$ cat src/pkg/rffc_consts.vh
// Register offsets, field positions, reset values and framing constants for the frame format block.
`ifndef RFFC_CONSTS_VH
`define RFFC_CONSTS_VH

`define RFFC_ADDR_W 16
`define RFFC_OFS_TX_PATH_POWER_OFF 16'h2206
`define RFFC_OFS_TX_PATH_POWER_UP 16'h2207
`define RFFC_OFS_PACKET_FORMAT_ONE 16'h2211
`define RFFC_OFS_START_FRAME_DELIMITER 16'h2212
`define RFFC_OFS_TX_FORMAT 16'h2213

`define RFFC_RST_TX_PATH_POWER_OFF 8'h00
`define RFFC_RST_TX_PATH_POWER_UP 8'hFB
`define RFFC_RST_PACKET_FORMAT_ONE 8'h02
`define RFFC_RST_START_FRAME_DELIMITER 8'hA7
`define RFFC_RST_TX_FORMAT 8'h02

`define RFFC_DAC_BIT 0
`define RFFC_UPMIX_HI 2
`define RFFC_UPMIX_LO 1
`define RFFC_RX_RATE_HI 7
`define RFFC_RX_RATE_LO 6
`define RFFC_TX_RATE_HI 5
`define RFFC_TX_RATE_LO 4
`define RFFC_PREAMBLE_HI 3
`define RFFC_PREAMBLE_LO 0

`define RFFC_PREAMBLE_BASE 5'h06
`define RFFC_PREAMBLE_SYM 4'h0

`endif

$ cat src/rffc_top.v
// Frame format and transmit path power configuration with delimiter framing on the symbol streams.
//
// Implementation choice: the plain strobed port.
`timescale 1ns/1ps
`include "rffc_consts.vh"
// Summary of operation
// [RULE1] Up-mixer is enabled while its two-bit power-up field is nonzero; field resets to one.
// [RULE2] Bit 0 is the DAC power-up control, combined with the power-down bit; resets to one.
// [RULE3] Off=1,on=1 modem controls DAC; off=0,on=1 forces down; otherwise forced up.
// [RULE4] Receive rate field bits 7:6 reset 00: 0 base, 1 adds 500k, 2/3 extended set.
// [RULE5] Transmit rate field bits 5:4 reset 00: 0 base, 1 adds 500k, higher adds 1M.
// [RULE6] Receive preamble length field bits 3:0 reset 0010; length spans 6 to 21 symbols.
// [RULE7] Start-of-frame delimiter is two four-bit symbols forming byte 0xA7.
// [RULE8] Transmitter sends the low delimiter symbol first, then the high symbol.
// [RULE9] Frame start only after full preamble then both delimiter symbols in order.
module rffc_top (
   input wire clk_sys,
   input wire rst,
   input wire [15:0] reg_addr,
   input wire [7:0] reg_wdata,
   input wire reg_wr,
   input wire reg_rd,
   output reg [7:0] reg_rdata,
   input wire modem_dac_request,
   input wire rx_sym_valid,
   input wire [3:0] rx_sym,
   input wire tx_frame_start,
   input wire tx_sym_ready,
   output reg tx_sym_valid,
   output reg [3:0] tx_sym,
   output reg tx_delimiter_done,
   output reg tx_busy,
   output reg rx_frame_start,
   output reg tx_upmixer_enable,
   output reg dac_enable,
   output reg [1:0] rx_rate_select,
   output reg rx_accept_500k,
   output reg rx_accept_1m,
   output reg [1:0] tx_rate_select,
   output reg tx_allow_500k,
   output reg tx_allow_1m
);

   localparam RX_HUNT = 2'b00;
   localparam RX_HIGH = 2'b10;

   localparam SLOT_POWER_OFF = 3'h0;
   localparam SLOT_POWER_UP = 3'h1;
   localparam SLOT_FORMAT_ONE = 3'h2;
   localparam SLOT_DELIMITER = 3'h3;
   localparam SLOT_TX_FORMAT = 3'h4;
   localparam SLOT_NONE = 3'h7;

   localparam TX_IDLE = 2'b00;
   localparam TX_PREAMBLE = 2'b01;
   localparam TX_SFD_LOW = 2'b10;
   localparam TX_SFD_HIGH = 2'b11;

   reg [7:0] tx_path_power_off;
   reg [7:0] tx_path_power_up;
   reg [7:0] packet_format_one;
   reg [7:0] start_frame_delimiter;
   // The transmit preamble length has its own byte so both directions may differ.
   reg [7:0] tx_format;
   reg [1:0] rx_state;
   reg [4:0] rx_zero_count;
   reg [1:0] tx_state;
   reg [4:0] tx_count;
   reg [7:0] next_rdata;
   wire [1:0] tx_upmixer_power_on;
   wire dac_power_on;
   wire dac_power_off;
   wire [3:0] rx_preamble_length;
   wire [3:0] tx_preamble_length;
   wire [4:0] rx_need;
   wire [4:0] tx_need;
   wire [1:0] rx_caps;
   wire [1:0] tx_caps;
   wire tx_take;
   wire [2:0] reg_slot;

   // Returns {adds 1M, adds 500k} for a rate field; both directions decode alike.
   function [1:0] rffc_rate_caps;
      input [1:0] sel;
      begin
         case (sel)
            2'h0: rffc_rate_caps = 2'b00;
            2'h1: rffc_rate_caps = 2'b01;
            default: rffc_rate_caps = 2'b11;
         endcase
      end
   endfunction

   // Preamble symbols counted from the field; zero maps to the shortest length.
   function [4:0] rffc_preamble_symbols;
      input [3:0] field;
      begin
         rffc_preamble_symbols = {1'b0, field} + `RFFC_PREAMBLE_BASE;
      end
   endfunction

   // Writes and reads share one address decode so they can never disagree on a register.
   function [2:0] rffc_reg_slot;
      input [`RFFC_ADDR_W-1:0] addr;
      begin
         case (addr)
            `RFFC_OFS_TX_PATH_POWER_OFF: rffc_reg_slot = SLOT_POWER_OFF;
            `RFFC_OFS_TX_PATH_POWER_UP: rffc_reg_slot = SLOT_POWER_UP;
            `RFFC_OFS_PACKET_FORMAT_ONE: rffc_reg_slot = SLOT_FORMAT_ONE;
            `RFFC_OFS_START_FRAME_DELIMITER: rffc_reg_slot = SLOT_DELIMITER;
            `RFFC_OFS_TX_FORMAT: rffc_reg_slot = SLOT_TX_FORMAT;
            default: rffc_reg_slot = SLOT_NONE;
         endcase
      end
   endfunction

   assign tx_upmixer_power_on = tx_path_power_up[`RFFC_UPMIX_HI:`RFFC_UPMIX_LO];
   assign dac_power_on = tx_path_power_up[`RFFC_DAC_BIT];
   assign dac_power_off = tx_path_power_off[`RFFC_DAC_BIT];
   assign rx_preamble_length = packet_format_one[`RFFC_PREAMBLE_HI:`RFFC_PREAMBLE_LO];
   assign tx_preamble_length = tx_format[`RFFC_PREAMBLE_HI:`RFFC_PREAMBLE_LO];
   assign rx_need = rffc_preamble_symbols(rx_preamble_length); // [RULE6]
   assign tx_need = rffc_preamble_symbols(tx_preamble_length);
   assign rx_caps = rffc_rate_caps(packet_format_one[`RFFC_RX_RATE_HI:`RFFC_RX_RATE_LO]); // [RULE4]
   assign tx_caps = rffc_rate_caps(packet_format_one[`RFFC_TX_RATE_HI:`RFFC_TX_RATE_LO]); // [RULE5]
   assign tx_take = tx_sym_valid & tx_sym_ready;
   assign reg_slot = rffc_reg_slot(reg_addr);

   // Register writes; all bytes are plain read/write storage.
   always @(posedge clk_sys or posedge rst) begin
      if (rst) begin
         tx_path_power_off <= `RFFC_RST_TX_PATH_POWER_OFF;
         tx_path_power_up <= `RFFC_RST_TX_PATH_POWER_UP; // [RULE1] [RULE2]
         packet_format_one <= `RFFC_RST_PACKET_FORMAT_ONE; // [RULE4] [RULE5] [RULE6]
         start_frame_delimiter <= `RFFC_RST_START_FRAME_DELIMITER; // [RULE7]
         tx_format <= `RFFC_RST_TX_FORMAT;
      end else if (reg_wr) begin
         case (reg_slot)
            SLOT_POWER_OFF: tx_path_power_off <= reg_wdata;
            SLOT_POWER_UP: tx_path_power_up <= reg_wdata;
            SLOT_FORMAT_ONE: packet_format_one <= reg_wdata;
            SLOT_DELIMITER: start_frame_delimiter <= reg_wdata;
            SLOT_TX_FORMAT: tx_format <= reg_wdata;
            default: tx_format <= tx_format;
         endcase
      end
   end

   // Unmapped addresses read as zero.
   always @* begin
      case (reg_slot)
         SLOT_POWER_OFF: next_rdata = tx_path_power_off;
         SLOT_POWER_UP: next_rdata = tx_path_power_up;
         SLOT_FORMAT_ONE: next_rdata = packet_format_one;
         SLOT_DELIMITER: next_rdata = start_frame_delimiter;
         SLOT_TX_FORMAT: next_rdata = tx_format;
         default: next_rdata = 8'h00;
      endcase
   end

   // Read data stands only in the cycle after the strobe.
   always @(posedge clk_sys or posedge rst) begin
      if (rst) begin
         reg_rdata <= 8'h00;
      end else if (reg_rd) begin
         reg_rdata <= next_rdata;
      end else begin
         reg_rdata <= 8'h00;
      end
   end

   // Power and rate controls are registered so every output comes from a flop.
   always @(posedge clk_sys or posedge rst) begin
      if (rst) begin
         tx_upmixer_enable <= 1'b1;
         dac_enable <= 1'b1;
         rx_rate_select <= 2'h0;
         rx_accept_500k <= 1'b0;
         rx_accept_1m <= 1'b0;
         tx_rate_select <= 2'h0;
         tx_allow_500k <= 1'b0;
         tx_allow_1m <= 1'b0;
      end else begin
         tx_upmixer_enable <= |tx_upmixer_power_on; // [RULE1]
         // Reset leaves the DAC up; the first edge after release applies the decode of the reset bits.
         if (dac_power_off & dac_power_on) begin
            dac_enable <= modem_dac_request; // [RULE3]
         end else if (!dac_power_off & dac_power_on) begin
            dac_enable <= 1'b0; // [RULE2] [RULE3]
         end else begin
            dac_enable <= 1'b1; // [RULE3]
         end
         rx_rate_select <= packet_format_one[`RFFC_RX_RATE_HI:`RFFC_RX_RATE_LO];
         rx_accept_500k <= rx_caps[0]; // [RULE4]
         rx_accept_1m <= rx_caps[1]; // [RULE4]
         tx_rate_select <= packet_format_one[`RFFC_TX_RATE_HI:`RFFC_TX_RATE_LO];
         tx_allow_500k <= tx_caps[0]; // [RULE5]
         tx_allow_1m <= tx_caps[1]; // [RULE5]
      end
   end

   // Receive hunt. A wrong symbol restarts the search, but a zero still counts as preamble
   // so a frame whose start overlaps a failed attempt is not missed.
   // A longer preamble than programmed is accepted, trading strictness for tolerance of early lock.
   // A delimiter whose low symbol is zero can never be found, since zeros count as preamble.
   always @(posedge clk_sys or posedge rst) begin
      if (rst) begin
         rx_state <= RX_HUNT;
         rx_zero_count <= 5'h00;
         rx_frame_start <= 1'b0;
      end else begin
         rx_frame_start <= 1'b0;
         if (rx_sym_valid) begin
            case (rx_state)
               RX_HUNT: begin
                  if (rx_sym == `RFFC_PREAMBLE_SYM) begin
                     // The count saturates so a long run of zeros cannot wrap and look short.
                     if (rx_zero_count != 5'h1F) begin
                        rx_zero_count <= rx_zero_count + 5'h01;
                     end
                  end else if (rx_sym == start_frame_delimiter[3:0] && rx_zero_count >= rx_need) begin
                     rx_state <= RX_HIGH; // [RULE6] [RULE9]
                     rx_zero_count <= 5'h00;
                  end else begin
                     rx_zero_count <= 5'h00;
                  end
               end
               RX_HIGH: begin
                  if (rx_sym == start_frame_delimiter[7:4]) begin
                     rx_frame_start <= 1'b1; // [RULE9]
                     rx_zero_count <= 5'h00;
                  end else if (rx_sym == `RFFC_PREAMBLE_SYM) begin
                     rx_zero_count <= 5'h01;
                  end else begin
                     rx_zero_count <= 5'h00;
                  end
                  rx_state <= RX_HUNT;
               end
               default: begin
                  rx_state <= RX_HUNT;
                  rx_zero_count <= 5'h00;
               end
            endcase
         end
      end
   end

   // Transmit framing: preamble zeros, then the delimiter low symbol, then the high one.
   // Each symbol is held on the port until the modem takes it.
   always @(posedge clk_sys or posedge rst) begin
      if (rst) begin
         tx_state <= TX_IDLE;
         tx_count <= 5'h00;
         tx_sym_valid <= 1'b0;
         tx_sym <= 4'h0;
         tx_delimiter_done <= 1'b0;
         tx_busy <= 1'b0;
      end else begin
         tx_delimiter_done <= 1'b0;
         case (tx_state)
            TX_IDLE: begin
               // A start request while a sequence runs is dropped, not queued.
               if (tx_frame_start) begin
                  tx_state <= TX_PREAMBLE;
                  tx_count <= 5'h01;
                  tx_sym_valid <= 1'b1;
                  tx_sym <= `RFFC_PREAMBLE_SYM;
                  tx_busy <= 1'b1;
               end
            end
            TX_PREAMBLE: begin
               if (tx_take) begin
                  if (tx_count >= tx_need) begin
                     tx_state <= TX_SFD_LOW;
                     tx_sym <= start_frame_delimiter[3:0]; // [RULE7] [RULE8]
                  end else begin
                     tx_count <= tx_count + 5'h01;
                  end
               end
            end
            TX_SFD_LOW: begin
               if (tx_take) begin
                  tx_state <= TX_SFD_HIGH;
                  tx_sym <= start_frame_delimiter[7:4]; // [RULE8]
               end
            end
            TX_SFD_HIGH: begin
               if (tx_take) begin
                  tx_state <= TX_IDLE;
                  tx_sym_valid <= 1'b0;
                  tx_sym <= 4'h0;
                  tx_delimiter_done <= 1'b1;
                  tx_busy <= 1'b0;
               end
            end
            default: begin
               tx_state <= TX_IDLE;
               tx_sym_valid <= 1'b0;
               tx_busy <= 1'b0;
            end
         endcase
      end
   end

endmodule // rffc_top

$ cat config.mk
export PLATFORM = sky130hd
export DESIGN_NAME = rffc_top
export DESIGN_NICKNAME = d
export VERILOG_FILES = /design/src/rffc_top.v
export VERILOG_INCLUDE_DIRS = /design/src /design/src/pkg
export SDC_FILE = /design/constraint.sdc
export NUM_CORES = 1
export LEC_CHECK = 0
export ABC_AREA = 1
export ABC_CLOCK_PERIOD_IN_PS = 2100
export BUFFER_PORTS_ARGS = -buffer_cell sky130_fd_sc_hd__buf_2
export CAP_MARGIN = 5
export CELL_PAD_IN_SITES_DETAIL_PLACEMENT = 0
export CELL_PAD_IN_SITES_GLOBAL_PLACEMENT = 1
export CORE_AREA = 2 2 137 86
export CTS_CLUSTER_DIAMETER = 80
export CTS_CLUSTER_SIZE = 10
export DETAILED_ROUTE_END_ITERATION = 10
export DIE_AREA = 0 0 139 88
export PLACE_DENSITY = 0.83
export SYNTH_ARGS = -nofsm -noshare
export SYNTH_HDL_FRONTEND = slang
export SYNTH_SLANG_ARGS = --single-unit
$ cat constraint.sdc
create_clock -name clk_sys -period 2.1 [get_ports clk_sys]
set_input_delay 0.315 -clock clk_sys [delete_from_list [all_inputs] [get_ports clk_sys]]
set_output_delay 0.315 -clock clk_sys [all_outputs]
set_load 0.02 [all_outputs]
==> results of run 1 <==
[metal layers]
layer / global-route usage / vias to the layer above
li1: - / 1744
met2: 0.236 / 88
met4: 0.0404 / 0
met3: 0.0530 / 7
met5: 0 / -
met1: 0.250 / 1602
[layout by cell type, fill, tap and decap left out, drive strengths merged, types with 11 or more instances in the layout]
| master | netlist | routed |
|---|---|---|
| clkbuf | 3 | 11 |
| nand2 | 124 | 125 |
| dfrtp | 62 | 62 |
| nand3 | 26 | 26 |
| inv | 78 | 79 |
| nor2 | 47 | 47 |
| dfstp | 16 | 16 |
| buf | 5 | 73 |
| o21ai | 64 | 64 |
| ha | 19 | 19 |
[logic make-up after synthesis]
group                      Yosys count  share of synthesized area
DFF                                 78                      0.482
xor gates and xnor gates             6                     0.0128
and+or+nand+nor                    219                      0.246
buffers and inverters               86                     0.0825
AOI/OAI and AO/OA                   85                      0.119
adders and majority gates           19                     0.0581
[registers in the layout, summed over array words and instances (netlist names), 2 cells and up]
register               cells
tx_format                  8
packet_format_one          8
start_frame_delimiter      8
tx_rate_select             2
rx_zero_count              5
reg_rdata                  8
tx_sym                     4
tx_count                   5
tx_path_power_off          8
tx_state                   2
tx_path_power_up           8
rx_rate_select             2
[cell type report]
type / instances / area, µm²
Clock buffer: 11 / 253
Inverter: 78 / 297
Multi-Input combinational cell: 330 / 1910
Clock inverter: 5 / 40.0
Sequential cell: 78 / 1970
Timing Repair Buffer: 74 / 425
Fill cell: 1101 / 5890
Tap cell: 144 / 180
[cells in the mapped netlist]
cell type / instances / area share
sky130_fd_sc_hd__nand2_1: 120 / 0.11
sky130_fd_sc_hd__inv_1: 77 / 0.071
sky130_fd_sc_hd__dfrtp_1: 62 / 0.38
sky130_fd_sc_hd__o21ai_0: 39 / 0.048
sky130_fd_sc_hd__nor2_1: 38 / 0.035
sky130_fd_sc_hd__nand3_1: 21 / 0.026
sky130_fd_sc_hd__ha_1: 19 / 0.058
sky130_fd_sc_hd__o21ai_1: 19 / 0.023
sky130_fd_sc_hd__dfstp_2: 16 / 0.10
sky130_fd_sc_hd__a21oi_1: 8 / 0.0098
sky130_fd_sc_hd__nor3_1: 7 / 0.0086
sky130_fd_sc_hd__nor2_2: 6 / 0.0092
sky130_fd_sc_hd__nor4_1: 6 / 0.0092
sky130_fd_sc_hd__o21ai_2: 6 / 0.013
sky130_fd_sc_hd__o22ai_1: 5 / 0.0076
sky130_fd_sc_hd__or2_2: 4 / 0.0061
sky130_fd_sc_hd__xor2_1: 4 / 0.0086
sky130_fd_sc_hd__buf_2: 3 / 0.0037
sky130_fd_sc_hd__clkbuf_1: 3 / 0.0028
sky130_fd_sc_hd__nand2_2: 3 / 0.0046
sky130_fd_sc_hd__nand3_2: 3 / 0.0073
sky130_fd_sc_hd__nand4_1: 3 / 0.0046
sky130_fd_sc_hd__o211ai_1: 3 / 0.0055
sky130_fd_sc_hd__nand3_4: 2 / 0.0086
sky130_fd_sc_hd__nor2_4: 2 / 0.0055
sky130_fd_sc_hd__o21bai_1: 2 / 0.0037
sky130_fd_sc_hd__xnor2_1: 2 / 0.0043
sky130_fd_sc_hd__a21boi_4: 1 / 0.0046
sky130_fd_sc_hd__and3_1: 1 / 0.0015
sky130_fd_sc_hd__buf_4: 1 / 0.0018
sky130_fd_sc_hd__buf_6: 1 / 0.0028
sky130_fd_sc_hd__inv_2: 1 / 0.00092
sky130_fd_sc_hd__nand2_4: 1 / 0.0028
sky130_fd_sc_hd__nor2_8: 1 / 0.0049
sky130_fd_sc_hd__nor3_2: 1 / 0.0024
sky130_fd_sc_hd__o2111ai_1: 1 / 0.0021
sky130_fd_sc_hd__o21a_1: 1 / 0.0018
[final timing paths]
kind,to,cells past startpoint,startpoint
max,tx_sym[3]$_DFFE_PP0P_,12,tx_format[1]$_DFFE_PP1P_
min,dac_enable$_DFF_PP1_,3,modem_dac_request
max reg2reg,tx_sym[3]$_DFFE_PP0P_,12,tx_format[1]$_DFFE_PP1P_
min reg2reg,tx_rate_select[0]$_DFF_PP0_,0,packet_format_one[4]$_DFFE_PP0P_
max in group asynchronous,start_frame_delimiter[0]$_DFFE_PP1P_,4,rst
min in group asynchronous,tx_sym[0]$_DFFE_PP0P_,3,rst
[metrics by stage]
| step | worst slack [ns] | TNS, ns | power [W] | hold WS [ns] |
|---|---|---|---|---|
| after floorplan | 0.0458 | 0 | 0.00211 | 0.374 |
| after global placement | -0.00939 | -0.0313 | 0.00231 | 0.297 |
| after detailed placement | -0.0800 | -0.642 | 0.00233 | 0.303 |
| after CTS | 0.0108 | 0 | 0.00395 | 0.159 |
| after global routing | -0.0438 | -0.287 | 0.00421 | 0.170 |
| final | 0.0442 | 0 | 0.00401 | 0.165 |
[repair_timing]
action,in CTS,in global routing
gates resized for setup,12,20
gates cloned,1,0
pin swaps,5,11
endpoints found under the setup margin,11,11
hold buffers,1,0
buffers inserted,1,2
hold endpoints to repair,11,0
[power by group through the flow]
stage | sequential, W | clock [W] | combinational, W
after detailed placement | 0.00164 | 0 | 0.000689
after global routing | 0.00163 | 0.00161 | 0.000965
final | 0.00162 | 0.00152 | 0.000873
after CTS | 0.00162 | 0.00154 | 0.000786
after global placement | 0.00164 | 0 | 0.000669
after floorplan | 0.00164 | 0 | 0.000469
[worst max-delay path: stages, from the launching register on]
cell	delay, ns
sky130_fd_sc_hd__dfstp_2	0.54
sky130_fd_sc_hd__inv_2	0.05
sky130_fd_sc_hd__ha_4	0.16
sky130_fd_sc_hd__xor2_2	0.15
sky130_fd_sc_hd__ha_4	0.29
sky130_fd_sc_hd__nand2_2	0.05
sky130_fd_sc_hd__inv_2	0.07
sky130_fd_sc_hd__nand3_4	0.06
sky130_fd_sc_hd__o2111ai_4	0.23
sky130_fd_sc_hd__nand2_4	0.10
sky130_fd_sc_hd__buf_6	0.14
sky130_fd_sc_hd__nand2_1	0.05
sky130_fd_sc_hd__nand2_1	0.05
==> metrics.cfg, run 1 <==
[yosys]
mappedNetlistArea_um2 = 4090
yosys_warnings = 0
postSynthNetCount = 548
synth.distinct_cells = 37
ys_ff_latch = 78
ys_seq_area_frac = 0.482
post_synth.cell_area_avg_um2 = 8.30
synthesis.instances = 493

[die]
core.rowCount = 30
dieArea_um2 = 12200
core_area_um2 = 11000
floorplan.io_pins = 62
floorplan.die.height_um = 88
floorplan.initialDensity = 0.373
die_x_um = 139

[place]
dp.cells = 699
gp_congestion = 0.839
numPortBuffers = 61
dp_hpwl_mm = 7.28
placement.cell_area_um2 = 4620

[detailed_routing]
drt-initial-drc-count = 249
routed-via-count = 3441
maxUsedRoutingLayer = met4
postRouteWirelength_mm = 9.82
route.met3.wl_um = 673
vias_per_cell = 4.78
drt-met1-wl_mm = 5.04
remaining_drc_errors = 0
met2_length_mm = 4.01
tritonroute_pass_1_iters = 5
antenna_left = 0
avgRoutedWirePerCell_um = 13.6

[finish]
layout-area-overhead-vs-synth_pct = 24.0
fin_util = 0.463
final_nets = 626
finalInstanceArea_um2 = 5070
diodes = 0
post_route_cells_drive_above_1_share = 0.273
final_cell_count_no_fill = 720

[sta]
grt_setup_unrepaired = true
final.setup_skew_ns = 0.00825
finalWorstPathRequiredPeriod_ns = 2.06
setup_viol_count_final = 0
final-hold-violation-count = 0
max_clock_freq_ghz = 0.486
worst_slew_margin_rel = 0.610
worst_pin_slew_ns = 0.583
drv_slew = 0
layout_worst_path_cycle_share = 0.979

[worst_setup_path]
timing_worst_setup_path_type = flip-flop to flip-flop
timing.critical_path.to_type = flip-flop
timing.critical_path.fanout_max = 4
kind_of_start_point_of_the_critical_path = flip-flop
timing.critical_path.arrival_ns = 2.29
reg2reg_setup_slack_ns = 0.04
cp_data_required_time_ns = 2.33

[power_and_ir_drop]
internal_power_w = 0.00274
switching_power_w = 0.00127
vdd_drop_max_mv = 0.424
leakage_nw = 2.48
sequentialPowerShare = 0.404
netSwitchingFraction = 0.316
share_clk_of_total_power = 0.378
powerDensity_nw_per_um2 = 790
power_frac_comb = 0.218

[job]
max_cap_violations = 0

[clocking]
cts_num_sinks = 78
clock-root-buffer = sky130_fd_sc_hd__clkbuf_16
clock_tree_from_tritoncts = built
cts_htree_levels = 3
clock_path_buffers = 2
clkLatencyLatePin_ns = 0.35
cts_made_buffers = 9
clk_transition_reported_paths_ns = 0.06

[worst_hold_path]
min_path_type = input port to flip-flop

[grt]
grt-ovfl-total = 0
vias_in_the_first_global_route = 3210
grt_first_pass_wirelength_mm = 16.0
grt_max_degree = 45
grt.total_usage = 0.168
antenna_found_initial = 0

[status]
result_of_the_run = complete, no violations

Note: power is estimated with default switching activity, not from simulation.
==> run 2, diff against run 1 <==
- CORE_AREA: 2 2 137 86 -> 2 2 107 109
- CTS_CLUSTER_SIZE: 10 -> not set
- DIE_AREA: 0 0 139 88 -> 0 0 109 111
- PLACE_DENSITY: 0.83 -> 0.84
==> run 2 against run 1 <==
  * Final area shrank 1.5%
  * Routed wire length fell by 4.8%
  * Core utilization shrank 1.2 points
  * Clock-buffer cell count is the same
  * Critical endpoint unchanged
  * Sequential share of layout area increased by 0.57 points
  * Global-route usage increased by 0.18 points
==> metrics.cfg, run 2 (same netlist as run 1, synthesis figures left out) <==
[status]
result_of_the_run = complete, no violations

[clocking]
cts_num_sinks = 78
clkLatencyLatePin_ns = 0.34
cts_htree_levels = 3
clock_tree_from_tritoncts = built
cts_made_buffers = 9
cts-hold-fix-buffers = 0
clock_path_buffers = 2
clk_transition_reported_paths_ns = 0.06
clock-root-buffer = sky130_fd_sc_hd__clkbuf_16

[sta]
max_clock_freq_ghz = 0.483
finalWorstPathRequiredPeriod_ns = 2.07
tns_ns = 0
worst_pin_slew_ns = 0.522
worst_slew_margin_rel = 0.651
setup_viol_count_final = 0
final-hold-violation-count = 0
fin_ws_ns = 0.0277
layout_worst_path_cycle_share = 0.987
grt_setup_unrepaired = true
drv_slew = 0
final.setup_skew_ns = 0.00881

[worst_setup_path]
reg2reg_setup_slack_ns = 0.03
cp_data_required_time_ns = 2.33
timing.critical_path.fanout_max = 4
critical_path.cell_chain = inv_2 -> ha_4 -> xor2_1 -> ha_1 -> nand2_1 -> inv_1 -> nand3_2 -> o2111ai_4 -> nand2_4 -> buf_6 -> nand2_2 -> nand2_1
timing.critical_path.to_type = flip-flop
worst_path_max_delay_cell = sky130_fd_sc_hd__dfstp_2
critical_path.n_buffers_inverters = 3
kind_of_start_point_of_the_critical_path = flip-flop
worst_path_largest_cell_delay_ns = 0.54
timing.critical_path.arrival_ns = 2.30
timing_worst_setup_path_type = flip-flop to flip-flop
crit_family = flip-flops
critical-path-top-cell-by-count = sky130_fd_sc_hd__nand2_1

[die]
floorplan.die.height_um = 111
die_x_um = 109
floorplan.initialDensity = 0.369
floorplan.io_pins = 62
core_area_um2 = 11100
dieArea_um2 = 12100
core.rowCount = 39

[place]
dp_hpwl_mm = 6.82
place_ws_ns = -0.0845
numPortBuffers = 61
gp_congestion = 0.832
dp.cells = 697

[finish]
area_of_combinational_cells_with_multiple_inputs_um2 = 1880
post_route_cells_drive_above_1_share = 0.265
fillerInstances = 1064
fin_util = 0.451
final_nets = 623
final_cell_count_no_fill = 716
sequential_cell_area_um2 = 1970
diodes = 0
layout-area-overhead-vs-synth_pct = 22.2
commonest_non_fill_non_tap_cell_in_the_layout = sky130_fd_sc_hd__nand2_1
mostFrequentLayoutCells = sky130_fd_sc_hd__nand2_1 (112), sky130_fd_sc_hd__inv_1 (74), sky130_fd_sc_hd__dfrtp_1 (62)

[detailed_routing]
postRouteWirelength_mm = 9.35
remaining_drc_errors = 0
met2_length_mm = 4.54
drt-met1-wl_mm = 4.20
maxUsedRoutingLayer = met4
avgRoutedWirePerCell_um = 13.1
drt-initial-drc-count = 147
tritonroute_pass_1_iters = 4
antenna_left = 0
route.met3.wl_um = 374
vias_per_cell = 4.75
routed-via-count = 3404

[grt]
grt_max_degree = 79
vias_in_the_first_global_route = 3416
antenna_found_initial = 0
grt_first_pass_wirelength_mm = 16.0
grt-ovfl-total = 0
grt.total_usage = 0.170

[power_and_ir_drop]
leakage_nw = 2.45
vdd_drop_max_mv = 0.423
powerDensity_nw_per_um2 = 784

[worst_hold_path]
min_path_type = input port to async pin

[job]
max_cap_violations = 0

==> run 2: cell count changes in the layout (fill, tap and decap cells not counted), sizes merged <==
cell,previous run,this run
dlygate4sd3,1,0
inv,79,78
clkinv,3,4
buf,73,71
==> run 2: final cells by class <==
cell class / count / share of cell area
multi-input combinational: 330 / 0.376
sequential: 78 / 0.394
timing repair buffer: 71 / 0.0793
tap: 143 / 0.0358
clock inverter: 5 / 0.00650
clock buffer: 11 / 0.0485
inverter: 78 / 0.0593
==> run 2: path summary, 6_finish.rpt <==
| kind | endpoint | cells after the start | from |
|---|---|---|---|
| setup / recovery | tx_sym[3]$_DFFE_PP0P_ | 12 | tx_format[1]$_DFFE_PP1P_ |
| hold / removal | rx_zero_count[3]$_DFFE_PP0P_ | 3 | rst |
| setup reg to reg | tx_sym[3]$_DFFE_PP0P_ | 12 | tx_format[1]$_DFFE_PP1P_ |
| hold reg to reg | rx_rate_select[0]$_DFF_PP0_ | 0 | packet_format_one[6]$_DFFE_PP0P_ |
| max in group asynchronous | tx_upmixer_enable$_DFF_PP1_ | 3 | rst |
| min in group clk_sys | dac_enable$_DFF_PP1_ | 3 | modem_dac_request |
==> run 2: power by group <==
part | switching [W] | total (W) | internal [W]
clock network | 0.000606 | 0.00144 | 0.000832
registers | 0.0000572 | 0.00162 | 0.00156
logic | 0.000554 | 0.000861 | 0.000307
==> run 2: layer usage <==
layer | track usage | vias up
li1 | - | 1729
met1 | 0.212 | 1584
met2 | 0.279 | 73
met3 | 0.0388 | 18
met4 | 0.0701 | 0
met5 | 0 | -
==> run 2: worst reg2reg max path: stages (launching register included) <==
cell and delay (ns):
sky130_fd_sc_hd__dfstp_2 0.54, sky130_fd_sc_hd__inv_2 0.05, sky130_fd_sc_hd__ha_4 0.15, sky130_fd_sc_hd__xor2_1 0.14, sky130_fd_sc_hd__ha_1 0.30, sky130_fd_sc_hd__nand2_1 0.07
sky130_fd_sc_hd__inv_1 0.07, sky130_fd_sc_hd__nand3_2 0.08, sky130_fd_sc_hd__o2111ai_4 0.24, sky130_fd_sc_hd__nand2_4 0.10, sky130_fd_sc_hd__buf_6 0.15, sky130_fd_sc_hd__nand2_2 0.04
sky130_fd_sc_hd__nand2_1 0.05
==> run 2: stage by stage <==
| step | power (W) | area [µm²] | hold slack [ns] |
|---|---|---|---|
| final | 0.00392 | 5000 | 0.0633 |
| after global routing | 0.00415 | 5000 | 0.110 |
| after CTS | 0.00387 | 4950 | 0.0966 |
| after detailed placement | 0.00232 | 4610 | 0.399 |
| after global placement | 0.00229 | 4610 | 0.392 |
| after floorplan | 0.00211 | 4100 | 0.374 |
==> run 2: timing repair <==
action                                  in CTS  in global routing
pin swaps                                   10                  9
setup buffers                                1                  1
resized for setup                           15                 14
endpoints found under the setup margin      11                 11
cloned                                       1                  0
